File: src/hdl/acc_pkg.sv
// Package with register map, field layout and types of the converter controller.
package acc_pkg;

    // ------------------------------------------------------------------
    // Register addresses
    // ------------------------------------------------------------------
    localparam logic [31:0] CTRL_ADDR    = 32'h15800000;
    localparam logic [31:0] RESULT_ADDR  = 32'h15800004;
    localparam logic [31:0] IRQ_STAT_ADDR = 32'h15800008;
    localparam logic [31:0] IRQ_EN_ADDR  = 32'h1580000C;
    localparam logic [31:0] IRQ_CLR_ADDR = 32'h15800010;

    // ------------------------------------------------------------------
    // Control register layout and reset value
    // ------------------------------------------------------------------
    localparam int          CTRL_W      = 16;
    localparam logic [15:0] CTRL_RESET  = 16'h3FC4;
    localparam int          FLAG_BIT    = 15;
    localparam int          DIVEN_BIT   = 14;
    localparam int          DIVVAL_LSB  = 6;
    localparam int          DIVVAL_W    = 8;
    localparam int          CHAN_LSB    = 3;
    localparam int          CHAN_W      = 3;
    localparam int          STBY_BIT    = 2;
    localparam int          RDSTART_BIT = 1;
    localparam int          START_BIT   = 0;

    // ------------------------------------------------------------------
    // Result and conversion timing
    // ------------------------------------------------------------------
    localparam int          RESULT_W    = 10;
    localparam logic [9:0]  RESULT_RESET = 10'h000;
    localparam int          CONV_TICKS  = 5;
    localparam int          IRQ_DONE_BIT = 0;
    localparam int          IRQ_W       = 1;

    typedef struct packed {
        logic                flag;
        logic                div_en;
        logic [DIVVAL_W-1:0] div_val;
        logic [CHAN_W-1:0]   chan;
        logic                standby;
        logic                start_rd;
        logic                busy;
    } acc_ctrl_type;

    typedef struct packed {
        logic                start;
        logic                tick;
        logic [CHAN_W-1:0]   chan;
        logic                standby;
    } acc_core_type;

    typedef enum logic [0:0] {
        ST_IDLE,
        ST_BUSY
    } acc_state_type;

endpackage

File: src/hdl/acc_top.sv
// Conversion controller for an eight-input 10-bit converter with a Wishbone slave.
// What this block does
// - Standby halts any conversion and leaves the result register untouched.
// - Writing one to the start bit launches a conversion; zero does nothing.
// - The start bit reads one while converting and zero once finished.
// - With start-on-read set, each result read launches a new conversion.
// - The divider-enable bit gates the prescaler; zero stops the converter clock.
// - Prescaler value N divides the system clock by N plus one.
// - A three-bit channel field selects analog input zero to seven in order.
// - A conversion lasts five converter clock cycles.
// - Completion sets the end flag and loads the 10-bit result.
// - The result register is read-only, unsigned 10 bits in the low bits.
// - The control register resets to 0x3FC4.
// - Completion is offered as both an interrupt and a pollable flag.
`timescale 1ns/1ps
module acc_top (
    input  wire logic        clk_sys_i,
    input  wire logic        rstn_i,
    input  wire logic        wb_cyc_i,
    input  wire logic        wb_stb_i,
    input  wire logic        wb_we_i,
    input  wire logic [31:0] wb_adr_i,
    input  wire logic [3:0]  wb_sel_i,
    input  wire logic [31:0] wb_dat_i,
    output logic      [31:0] wb_dat_o,
    output logic             wb_ack_o,
    output logic             irq_o,
    output logic             conv_start_o,
    output logic             conv_tick_o,
    output logic      [2:0]  analog_input_o,
    output logic             standby_o,
    input  wire logic [9:0]  result_i
);

    // ------------------------------------------------------------------
    // Declarations
    // ------------------------------------------------------------------
    acc_pkg::acc_ctrl_type  ctrl;
    acc_pkg::acc_ctrl_type  next_ctrl;
    acc_pkg::acc_state_type state;
    acc_pkg::acc_state_type next_state;
    acc_pkg::acc_core_type  core;
    acc_pkg::acc_core_type  next_core;

    logic [2:0]                   tick_cnt;
    logic [2:0]                   next_tick_cnt;
    logic [acc_pkg::RESULT_W-1:0] result;
    logic [acc_pkg::RESULT_W-1:0] next_result;
    logic [acc_pkg::RESULT_W-1:0] result_meta;
    logic [acc_pkg::RESULT_W-1:0] result_sync;
    logic [acc_pkg::IRQ_W-1:0]    irq_status;
    logic [acc_pkg::IRQ_W-1:0]    next_irq_status;
    logic [acc_pkg::IRQ_W-1:0]    irq_enable;
    logic [acc_pkg::IRQ_W-1:0]    next_irq_enable;
    logic                         ack;
    logic                         next_ack;
    logic [31:0]                  rdata;
    logic [31:0]                  next_rdata;
    logic                         irq;
    logic                         next_irq;

    logic req;
    logic hit_ctrl;
    logic hit_result;
    logic wr_ctrl;
    logic rd_result;
    logic launch;
    logic done;
    logic tick;
    logic stby_after;

    // ------------------------------------------------------------------
    // Bus decode
    // ------------------------------------------------------------------
    assign req        = wb_cyc_i && wb_stb_i && !ack;
    assign hit_ctrl   = (wb_adr_i == acc_pkg::CTRL_ADDR);
    assign hit_result = (wb_adr_i == acc_pkg::RESULT_ADDR);
    assign wr_ctrl    = req && wb_we_i && hit_ctrl && wb_sel_i[0];
    assign rd_result  = req && !wb_we_i && hit_result;

    // A write that leaves standby and sets the start bit together still launches.
    assign stby_after = wr_ctrl ? wb_dat_i[acc_pkg::STBY_BIT] : ctrl.standby;

    assign launch = !stby_after &&
                    ((wr_ctrl && wb_dat_i[acc_pkg::START_BIT]) ||
                     (rd_result && ctrl.start_rd));

    // A standby write in the last tick cycle also stops the conversion from completing.
    assign done = (state == acc_pkg::ST_BUSY) && !stby_after && tick &&
                  (tick_cnt == 3'(acc_pkg::CONV_TICKS - 1));

    // ------------------------------------------------------------------
    // Prescaler
    // ------------------------------------------------------------------
    acc_prescaler #(
        .DIV_W (acc_pkg::DIVVAL_W)
    ) u_prescaler (
        .clk_sys_i       (clk_sys_i),
        .rstn_i          (rstn_i),
        .enable_i        (ctrl.div_en && !ctrl.standby),
        .restart_i       (launch),
        .divider_value_i (ctrl.div_val),
        .tick_o          (tick)
    );

    // ------------------------------------------------------------------
    // Result input synchroniser
    // ------------------------------------------------------------------
    always_ff @(posedge clk_sys_i) begin
        if (!rstn_i) begin
            result_meta <= acc_pkg::RESULT_RESET;
            result_sync <= acc_pkg::RESULT_RESET;
        end else begin
            result_meta <= result_i;
            result_sync <= result_meta;
        end
    end

    // ------------------------------------------------------------------
    // Control register and conversion sequencer
    // ------------------------------------------------------------------
    always_comb begin
        next_ctrl     = ctrl;
        next_state    = state;
        next_tick_cnt = tick_cnt;
        next_result   = result;
        if (wr_ctrl) begin
            next_ctrl.chan     = wb_dat_i[acc_pkg::CHAN_LSB +: acc_pkg::CHAN_W];
            next_ctrl.standby  = wb_dat_i[acc_pkg::STBY_BIT];
            next_ctrl.start_rd = wb_dat_i[acc_pkg::RDSTART_BIT];
            next_ctrl.div_val[1:0] = wb_dat_i[7:6];
        end
        if (req && wb_we_i && hit_ctrl && wb_sel_i[1]) begin
            next_ctrl.div_val[7:2] = wb_dat_i[13:8];
            next_ctrl.div_en       = wb_dat_i[acc_pkg::DIVEN_BIT];
        end
        case (state)
            acc_pkg::ST_IDLE: begin
                next_tick_cnt = '0;
            end
            acc_pkg::ST_BUSY: begin
                if (ctrl.standby) begin
                    next_state    = acc_pkg::ST_IDLE;
                    next_tick_cnt = '0;
                end else if (done) begin
                    next_state     = acc_pkg::ST_IDLE;
                    next_tick_cnt  = '0;
                    next_result    = result_sync;
                    next_ctrl.flag = 1'b1;
                end else if (tick) begin
                    next_tick_cnt = tick_cnt + 3'h1;
                end
            end
            default: begin
                next_state    = acc_pkg::ST_IDLE;
                next_tick_cnt = '0;
            end
        endcase
        if (launch) begin
            next_state     = acc_pkg::ST_BUSY;
            next_tick_cnt  = '0;
            next_ctrl.flag = 1'b0;
        end
        next_ctrl.busy = (next_state == acc_pkg::ST_BUSY);
    end

    always_ff @(posedge clk_sys_i) begin
        if (!rstn_i) begin
            ctrl     <= acc_pkg::acc_ctrl_type'(acc_pkg::CTRL_RESET);
            state    <= acc_pkg::ST_IDLE;
            tick_cnt <= '0;
            result   <= acc_pkg::RESULT_RESET;
        end else begin
            ctrl     <= next_ctrl;
            state    <= next_state;
            tick_cnt <= next_tick_cnt;
            result   <= next_result;
        end
    end

    // ------------------------------------------------------------------
    // Converter core signals
    // ------------------------------------------------------------------
    always_comb begin
        next_core.start   = launch;
        next_core.tick    = tick && (state == acc_pkg::ST_BUSY) && !stby_after;
        next_core.chan    = next_ctrl.chan;
        next_core.standby = next_ctrl.standby;
    end

    always_ff @(posedge clk_sys_i) begin
        if (!rstn_i) begin
            core <= '{start: 1'b0, tick: 1'b0, chan: '0, standby: 1'b1};
        end else begin
            core <= next_core;
        end
    end

    assign conv_start_o   = core.start;
    assign conv_tick_o    = core.tick;
    assign analog_input_o = core.chan;
    assign standby_o      = core.standby;

    // ------------------------------------------------------------------
    // Interrupt status, enable and clear
    // ------------------------------------------------------------------
    always_comb begin
        next_irq_status = irq_status;
        next_irq_enable = irq_enable;
        if (req && wb_we_i && wb_sel_i[0]) begin
            if (wb_adr_i == acc_pkg::IRQ_CLR_ADDR) begin
                next_irq_status = irq_status & ~wb_dat_i[acc_pkg::IRQ_W-1:0];
            end
            if (wb_adr_i == acc_pkg::IRQ_EN_ADDR) begin
                next_irq_enable = wb_dat_i[acc_pkg::IRQ_W-1:0];
            end
        end
        // A completion in the clearing cycle is kept.
        if (done) begin
            next_irq_status[acc_pkg::IRQ_DONE_BIT] = 1'b1;
        end
        next_irq = |(next_irq_status & next_irq_enable);
    end

    always_ff @(posedge clk_sys_i) begin
        if (!rstn_i) begin
            irq_status <= '0;
            irq_enable <= '0;
            irq        <= 1'b0;
        end else begin
            irq_status <= next_irq_status;
            irq_enable <= next_irq_enable;
            irq        <= next_irq;
        end
    end

    assign irq_o = irq;

    // ------------------------------------------------------------------
    // Read data and acknowledge
    // ------------------------------------------------------------------
    always_comb begin
        next_ack   = req;
        next_rdata = '0;
        if (req && !wb_we_i) begin
            case (wb_adr_i)
                acc_pkg::CTRL_ADDR: begin
                    next_rdata[acc_pkg::CTRL_W-1:0] = ctrl;
                end
                acc_pkg::RESULT_ADDR: begin
                    next_rdata[acc_pkg::RESULT_W-1:0] = result;
                end
                acc_pkg::IRQ_STAT_ADDR: begin
                    next_rdata[acc_pkg::IRQ_W-1:0] = irq_status;
                end
                acc_pkg::IRQ_EN_ADDR: begin
                    next_rdata[acc_pkg::IRQ_W-1:0] = irq_enable;
                end
                default: begin
                    next_rdata = '0;
                end
            endcase
        end
    end

    always_ff @(posedge clk_sys_i) begin
        if (!rstn_i) begin
            ack   <= 1'b0;
            rdata <= '0;
        end else begin
            ack   <= next_ack;
            rdata <= next_rdata;
        end
    end

    assign wb_ack_o = ack;
    assign wb_dat_o = rdata;

endmodule

File: src/hdl/acc_prescaler.sv
// Prescaler that turns the system clock into converter clock enable pulses.
`timescale 1ns/1ps
module acc_prescaler #(
    parameter int DIV_W = 8
) (
    input  wire logic             clk_sys_i,
    input  wire logic             rstn_i,
    input  wire logic             enable_i,
    input  wire logic             restart_i,
    input  wire logic [DIV_W-1:0] divider_value_i,
    output logic                  tick_o
);

    // ------------------------------------------------------------------
    // Divider counter
    // ------------------------------------------------------------------
    logic [DIV_W-1:0] count;
    logic [DIV_W-1:0] next_count;
    logic             tick;
    logic             next_tick;

    // One pulse every divider_value+1 cycles while enabled.
    always_comb begin
        next_count = count;
        next_tick  = 1'b0;
        if (restart_i || !enable_i) begin
            next_count = '0;
        end else if (count >= divider_value_i) begin
            next_count = '0;
            next_tick  = 1'b1;
        end else begin
            next_count = count + 1'b1;
        end
    end

    always_ff @(posedge clk_sys_i) begin
        if (!rstn_i) begin
            count <= '0;
            tick  <= 1'b0;
        end else begin
            count <= next_count;
            tick  <= next_tick;
        end
    end

    assign tick_o = tick;

endmodule

File: config.mk
export PLATFORM = sky130hd
export DESIGN_NAME = acc_top
export DESIGN_NICKNAME = d
export VERILOG_FILES = /design/src/hdl/acc_pkg.sv /design/src/hdl/acc_top.sv /design/src/hdl/acc_prescaler.sv
export SDC_FILE = /design/constraint.sdc
export NUM_CORES = 1
export LEC_CHECK = 0
export BUFFER_PORTS_ARGS = -buffer_cell sky130_fd_sc_hd__buf_2
export CAP_MARGIN = 20
export CORE_MARGIN = 5
export CORE_UTILIZATION = 42
export DETAILED_ROUTE_END_ITERATION = 10
export PLACE_DENSITY_LB_ADDON = 0.2
export SLEW_MARGIN = 10
export SYNTH_ARGS = -nofsm -noshare
export SYNTH_HDL_FRONTEND = slang
export SYNTH_SLANG_ARGS = --single-unit
export TNS_END_PERCENT = 30
File: constraint.sdc
create_clock -name clk_sys_i -period 2.19 [get_ports clk_sys_i]
set_input_delay 0.1095 -clock clk_sys_i [delete_from_list [all_inputs] [get_ports clk_sys_i]]
set_output_delay 0.1095 -clock clk_sys_i [all_outputs]
set_load 0.005 [all_outputs]
---- Word level (Yosys, flattened, before mapping) ----
Cells that the tools add are included.
word-level totals
  register bits after elaboration ......... 96
  input port bits ......................... 83
operators by class
  mux-type cells .......................... 18
  order comparisons ....................... 1
  add/subtract/negate cells ............... 2
  bitwise gates (word level) .............. 6
  equality and inequality tests ........... 7
  reduce and logical (&&, ||, !) cells .... 31
operators with widths
  operator                                                                 number
  32-bit by 29-bit equality test with 1-bit output, second input constant  5
  1-bit logical AND                                                        18
  9-bit case mux with 2 select lines                                       1
  1-bit 2-to-1 mux                                                         11
  3-bit 2-to-1 mux                                                         3
  8-bit by 1-bit adder with 8-bit output, second input constant            1
  8-bit greater-or-equal comparator                                        1
  3-bit case mux with 2 select lines                                       1
  3-bit AND reduction                                                      2
  1-bit logical NOT                                                        5
  5-bit 2-to-1 mux                                                         1
  4-bit by 2-bit inequality test with 1-bit output, second input constant  1
  1-bit inverter                                                           4
  1-bit case mux with 4 select lines                                       1
  2-bit OR reduction                                                       2
  3-bit by 1-bit adder with 3-bit output, second input constant            1
  3-bit equality test, second input constant                               1
  3-bit OR reduction                                                       1
  1-bit bitwise AND                                                        2
  1-bit logical OR                                                         2
  2-bit AND reduction                                                      1

---- Depth between registers and ports, before layout ----
  depth in word-level cells ............... 14
  gate-level depth with buffers ........... 8

---- Modules after synthesis ----
A second synthesis with hierarchy kept.
second synthesis, totals
  cell total of the unflattened synthesis .. 339
  area total of the unflattened synthesis .. 3410.8 µm²
modules (own cells, without submodules)
  module         cells an instance  area an instance (µm²)  times used  sequential area each (µm²)
  acc_top        279                2834.0                  1           1421.4
  acc_prescaler  60                 576.8                   1           180.2

---- Least setup slack after synthesis ----
No wires, ideal clock.
  path type ............................... register to register
  start ................................... register ack (netlist: wb_ack_o)
  end ..................................... register irq_status
  arrival time ............................ 1793 ps
  path buffers ............................ 0
  required time ........................... 2075 ps
  period minus slack after synthesis ...... 1908 ps
  path slack .............................. 282 ps
  cell stages (with the launch flop) ...... 7
  library setup time ...................... 115 ps
  cell sequence ........................... dfxtp_1 > and3b_1 > nand4_1 > nor4_4 > mux2i_1 > nand2_1 > and2_1
between the ends
  cells in the longest elaborated chain, start to end .. 11
  elaborated cells between the ends (all ways) .. 13
  those cells by class .................... mux (3); reduce/logical (10)
ends and longest elaborated chain
  element                         line                           text
  start: declaration              acc_top.sv:55                  logic ack;
  start signal: assignment        acc_top.sv:271                 ack <= next_ack;
  1-bit logical NOT (*)           acc_top.sv:75                  assign req = wb_cyc_i && wb_stb_i && !ack;
  1-bit logical AND (*)           acc_top.sv:75
  1-bit logical AND (*)           acc_top.sv:78, acc_top.sv:210
  1-bit logical AND (2 in a row)  acc_top.sv:78                  assign wr_ctrl = req && wb_we_i && hit_ctrl && wb_sel_i[0];
  1-bit 2-to-1 mux                acc_top.sv:82                  assign stby_after = wr_ctrl ? wb_dat_i[acc_pkg::STBY_BIT] : ctrl.standby;
  1-bit logical NOT               acc_top.sv:89                  assign done = (state == acc_pkg::ST_BUSY) && !stby_after && tick &&
  1-bit logical AND (3 in a row)  acc_top.sv:89
  1-bit 2-to-1 mux (*)            acc_top.sv:219                 if (done) begin
  end signal: assignment          acc_top.sv:231                 irq_status <= next_irq_status;
  end: declaration                acc_top.sv:51                  logic [acc_pkg::IRQ_W-1:0] irq_status;
Mark *: on every way between the ends. The rest lies on a longest branch, timed or not.
A chain may end at the register's enable or synchronous reset.

---- Worst setup path after layout ----
Ends and elaborated chain as after synthesis.

==> reports/qor.yml <==
cts_sinks: 80
reg2reg_depth: 6
post-route-min-period_ns: 1.97
yosysMostFrequentCell: "dfxtp_1"
grt_pass1_wl_um: 11600
critPathMaxStageDelay_ns: 0.43
grt_max_degree: 50
synth_compound_area_share_pct: 8.63
post_cts_buffers: 0
dr_total_vias: 2532
via_per_inst: 4.62
drtIter0Drc: 87
die-width_um: 97.6
cts-htree-levels: 3
worst-path-stages: 6
path_class: "flip-flop to flip-flop"
grt-ovfl-total: 0
post-route-period-util_pct: 90.2
num-fill-cells: 723
final_layout_size_suffix_gt1_share_pct: 28.0
required_ns: 2.44
yosys.area_share.simple_pct: 23.9
totalWireLength_um: 6890
skew_ns: 0.0114
io_pins: 123
synth_edf_count: 0
crit_family: "simple AND/OR/NAND/NOR gates"
antenna_found_initial: 0
clockRootBuffer: "clkbuf_8"
hold_path_class: "primary input to flip-flop"
hold_viol: 0
finalWeightedCongestion: 0.881
p_total_mw: 2.74
dp_hpwl_um: 5100
areaGrowthSynthToFinish_pct: 28.1
synth.mux.area_fraction_pct: 3.81
synth-xor-area-share_pct: 1.90
numCtsBuffers: 9
ys_types: 45
synth_flop_cell: "dfxtp_1"
clk_latency_ns: 0.35
cp-start-kind: "flip-flop"
first_global_vias: 2446
syn_area_per_cell_sq_um: 9.64
cp_max_fo: 4
syn_area_sq_um: 3220
worst_setup_hold_path_clk_slew_ns: 0.09
maxSlewViolCount: 0
synth.top_cells.by_area: "dfxtp_1 50%, and2_1 4.9%, buf_4 4.4%"
whs_path_depth: 3
cts.path.max_buffers: 2
dieArea_sq_um: 9520
rows: 32
path_buf_inv: 0
yosys-top-cells-count: "80 x dfxtp_1, 28 x nand2_1, 26 x nor2_1"
ant_nets: 0
n_antenna_cell: 0
fp.dieH_um: 97.6
drc: 0
cp_slowest_cell: "nor4_4"
syn_inst: 334
ys_seq_area_share_pct: 49.7
grtUsageTotal_pct: 15.0
p_leak_nw: 1.82
regArea_sq_um: 1600
path_cells: "and3b_1, nand4_1, nor4_4, mux2i_2, nand2_1, and2_1"
drtPass1Iterations: 4
fin_setup_tns_ns: 0
async_flop_share_pct: 0
synth_fa_ha_area_share_pct: 4.28
placeableCoreArea_sq_um: 7610
nets: 535
avgRoutedWirePerCell_um: 12.6
multiInputGateArea_sq_um: 1460
vdd_drop_max_uv: 342
synth_seq_cells: 80
end_kind: "flip-flop"
setup_viol: 0
ys_warn_count: 0
port_buffers: 87
max_freq_mhz: 507
drv_cap: 0
outcome: "complete, no violations"
rsz0062_at_grt: "no"
synth_top_area_cell: "dfxtp_1"
start_util_pct: 42.3
cts_tree: "built"
pwr_density_cell_nw_per_um2: 665
synth_top_family_by_area: "simple AND/OR/NAND/NOR gates"
cp.arrival_ns: 2.22
yosysTopAreaCellShare_pct: 49.7
-- final cells by class --
class | instances | share of cell area [%]
clock buffers | 9 | 3.00
multi-input cells | 223 | 35.3
repair buffers | 114 | 16.6
flip-flops and latches | 80 | 38.8
clock inverters | 7 | 2.00
well taps | 102 | 3.09
inverters | 13 | 1.18
-- power breakdown --
part / internal (mW) / leakage, nW / switching (mW)
Combinational: 0.0828 / 1.07 / 0.0680
Clock: 0.546 / 0.0988 / 0.572
Sequential: 1.47 / 0.649 / 0.00347
Total: 2.10 / 1.82 / 0.643
-- placed cells by master, fill, tap and decap left out, types with 7 or more instances in the layout --
cell           synthesis  final
nand3_1               22     22
buf_4                 19      9
nand2_1               28     28
buf_2                  1     87
o211ai_1               7      7
clkbuf_8               0      9
a22oi_1                9      9
conb_1                 1     16
nor2_1                26     26
ha_1                  11     11
dfxtp_1               80     80
o21ai_0               10     10
inv_1                 13     13
dlygate4sd3_1          0     18
and2_1                25     25
mux2i_1               10      9
-- layer usage --
layer  global-route usage (%)  share of wire (%)  vias up
li1                         -                  -     1324
met1                     19.0                 46     1144
met2                     24.1                 48       50
met3                     3.45                3.9       14
met4                     6.71                2.0        0
met5                        0                  0        -
-- kinds of logic after synthesis --
| family | count (synthesis) |
|---|---|
| other | 1 |
| adders and majority gates | 11 |
| buffers and inverters | 46 |
| muxes | 11 |
| xor gates and xnor gates | 7 |
| and+or+nand+nor | 138 |
| DFF | 80 |
| AOI/OAI and AO/OA | 40 |
-- final timing paths --
check | startpoint | slack (ns) | end
max reg2reg | wb_ack_o | 0.22 | irq_status
min | wb_dat_i[3] | 0.02 | analog_input_o[0]
min reg2reg | result_meta[1] | 0.44 | result_sync[1]
max | wb_ack_o | 0.22 | irq_status
-- through the flow --
step | hold WS (ns) | area (sq um) | util, % | instances | worst slack [ns]
CTS | 0.00151 | 4120 | 54.1 | 548 | 0.151
global route | 0.0371 | 4130 | 54.2 | 548 | 0.0371
floorplan | 0.237 | 3280 | - | 349 | 0.282
detailed placement | 0.318 | 3730 | 49.0 | 514 | 0.165
global placement | 0.317 | 3730 | 49.0 | 514 | 0.230
finish | 0.0204 | 4130 | 54.2 | 548 | 0.216
-- worst reg2reg max path: cells and delay by family (launching register included) --
| family | cells | cell delay (ns) |
|---|---|---|
| DFF | 1 | 0.32 |
| and+or+nand+nor | 5 | 1.17 |
| muxes | 1 | 0.39 |
-- registers in the layout, summed over array words and instances, names as in the netlist --
signal / flops
conv_start_o: 1
irq_enable: 1
wb_dat_o: 16
irq_status: 1
irq_o: 1
ctrl: 11
conv_tick_o: 1
analog_input_o: 3
result_sync: 10
standby_o: 1
tick_cnt: 3
wb_ack_o: 1
result_meta: 10
result: 10
u_prescaler.tick_o: 1
state: 1
u_prescaler.count: 8
-- what timing repair did --
item / CTS / global route
hold buffers: 18 / 0
setup endpoints to repair: 0 / 9
hold endpoints to repair: 18 / 0
gates resized for setup: 0 / 2
(Power assumes the default switching activity.)
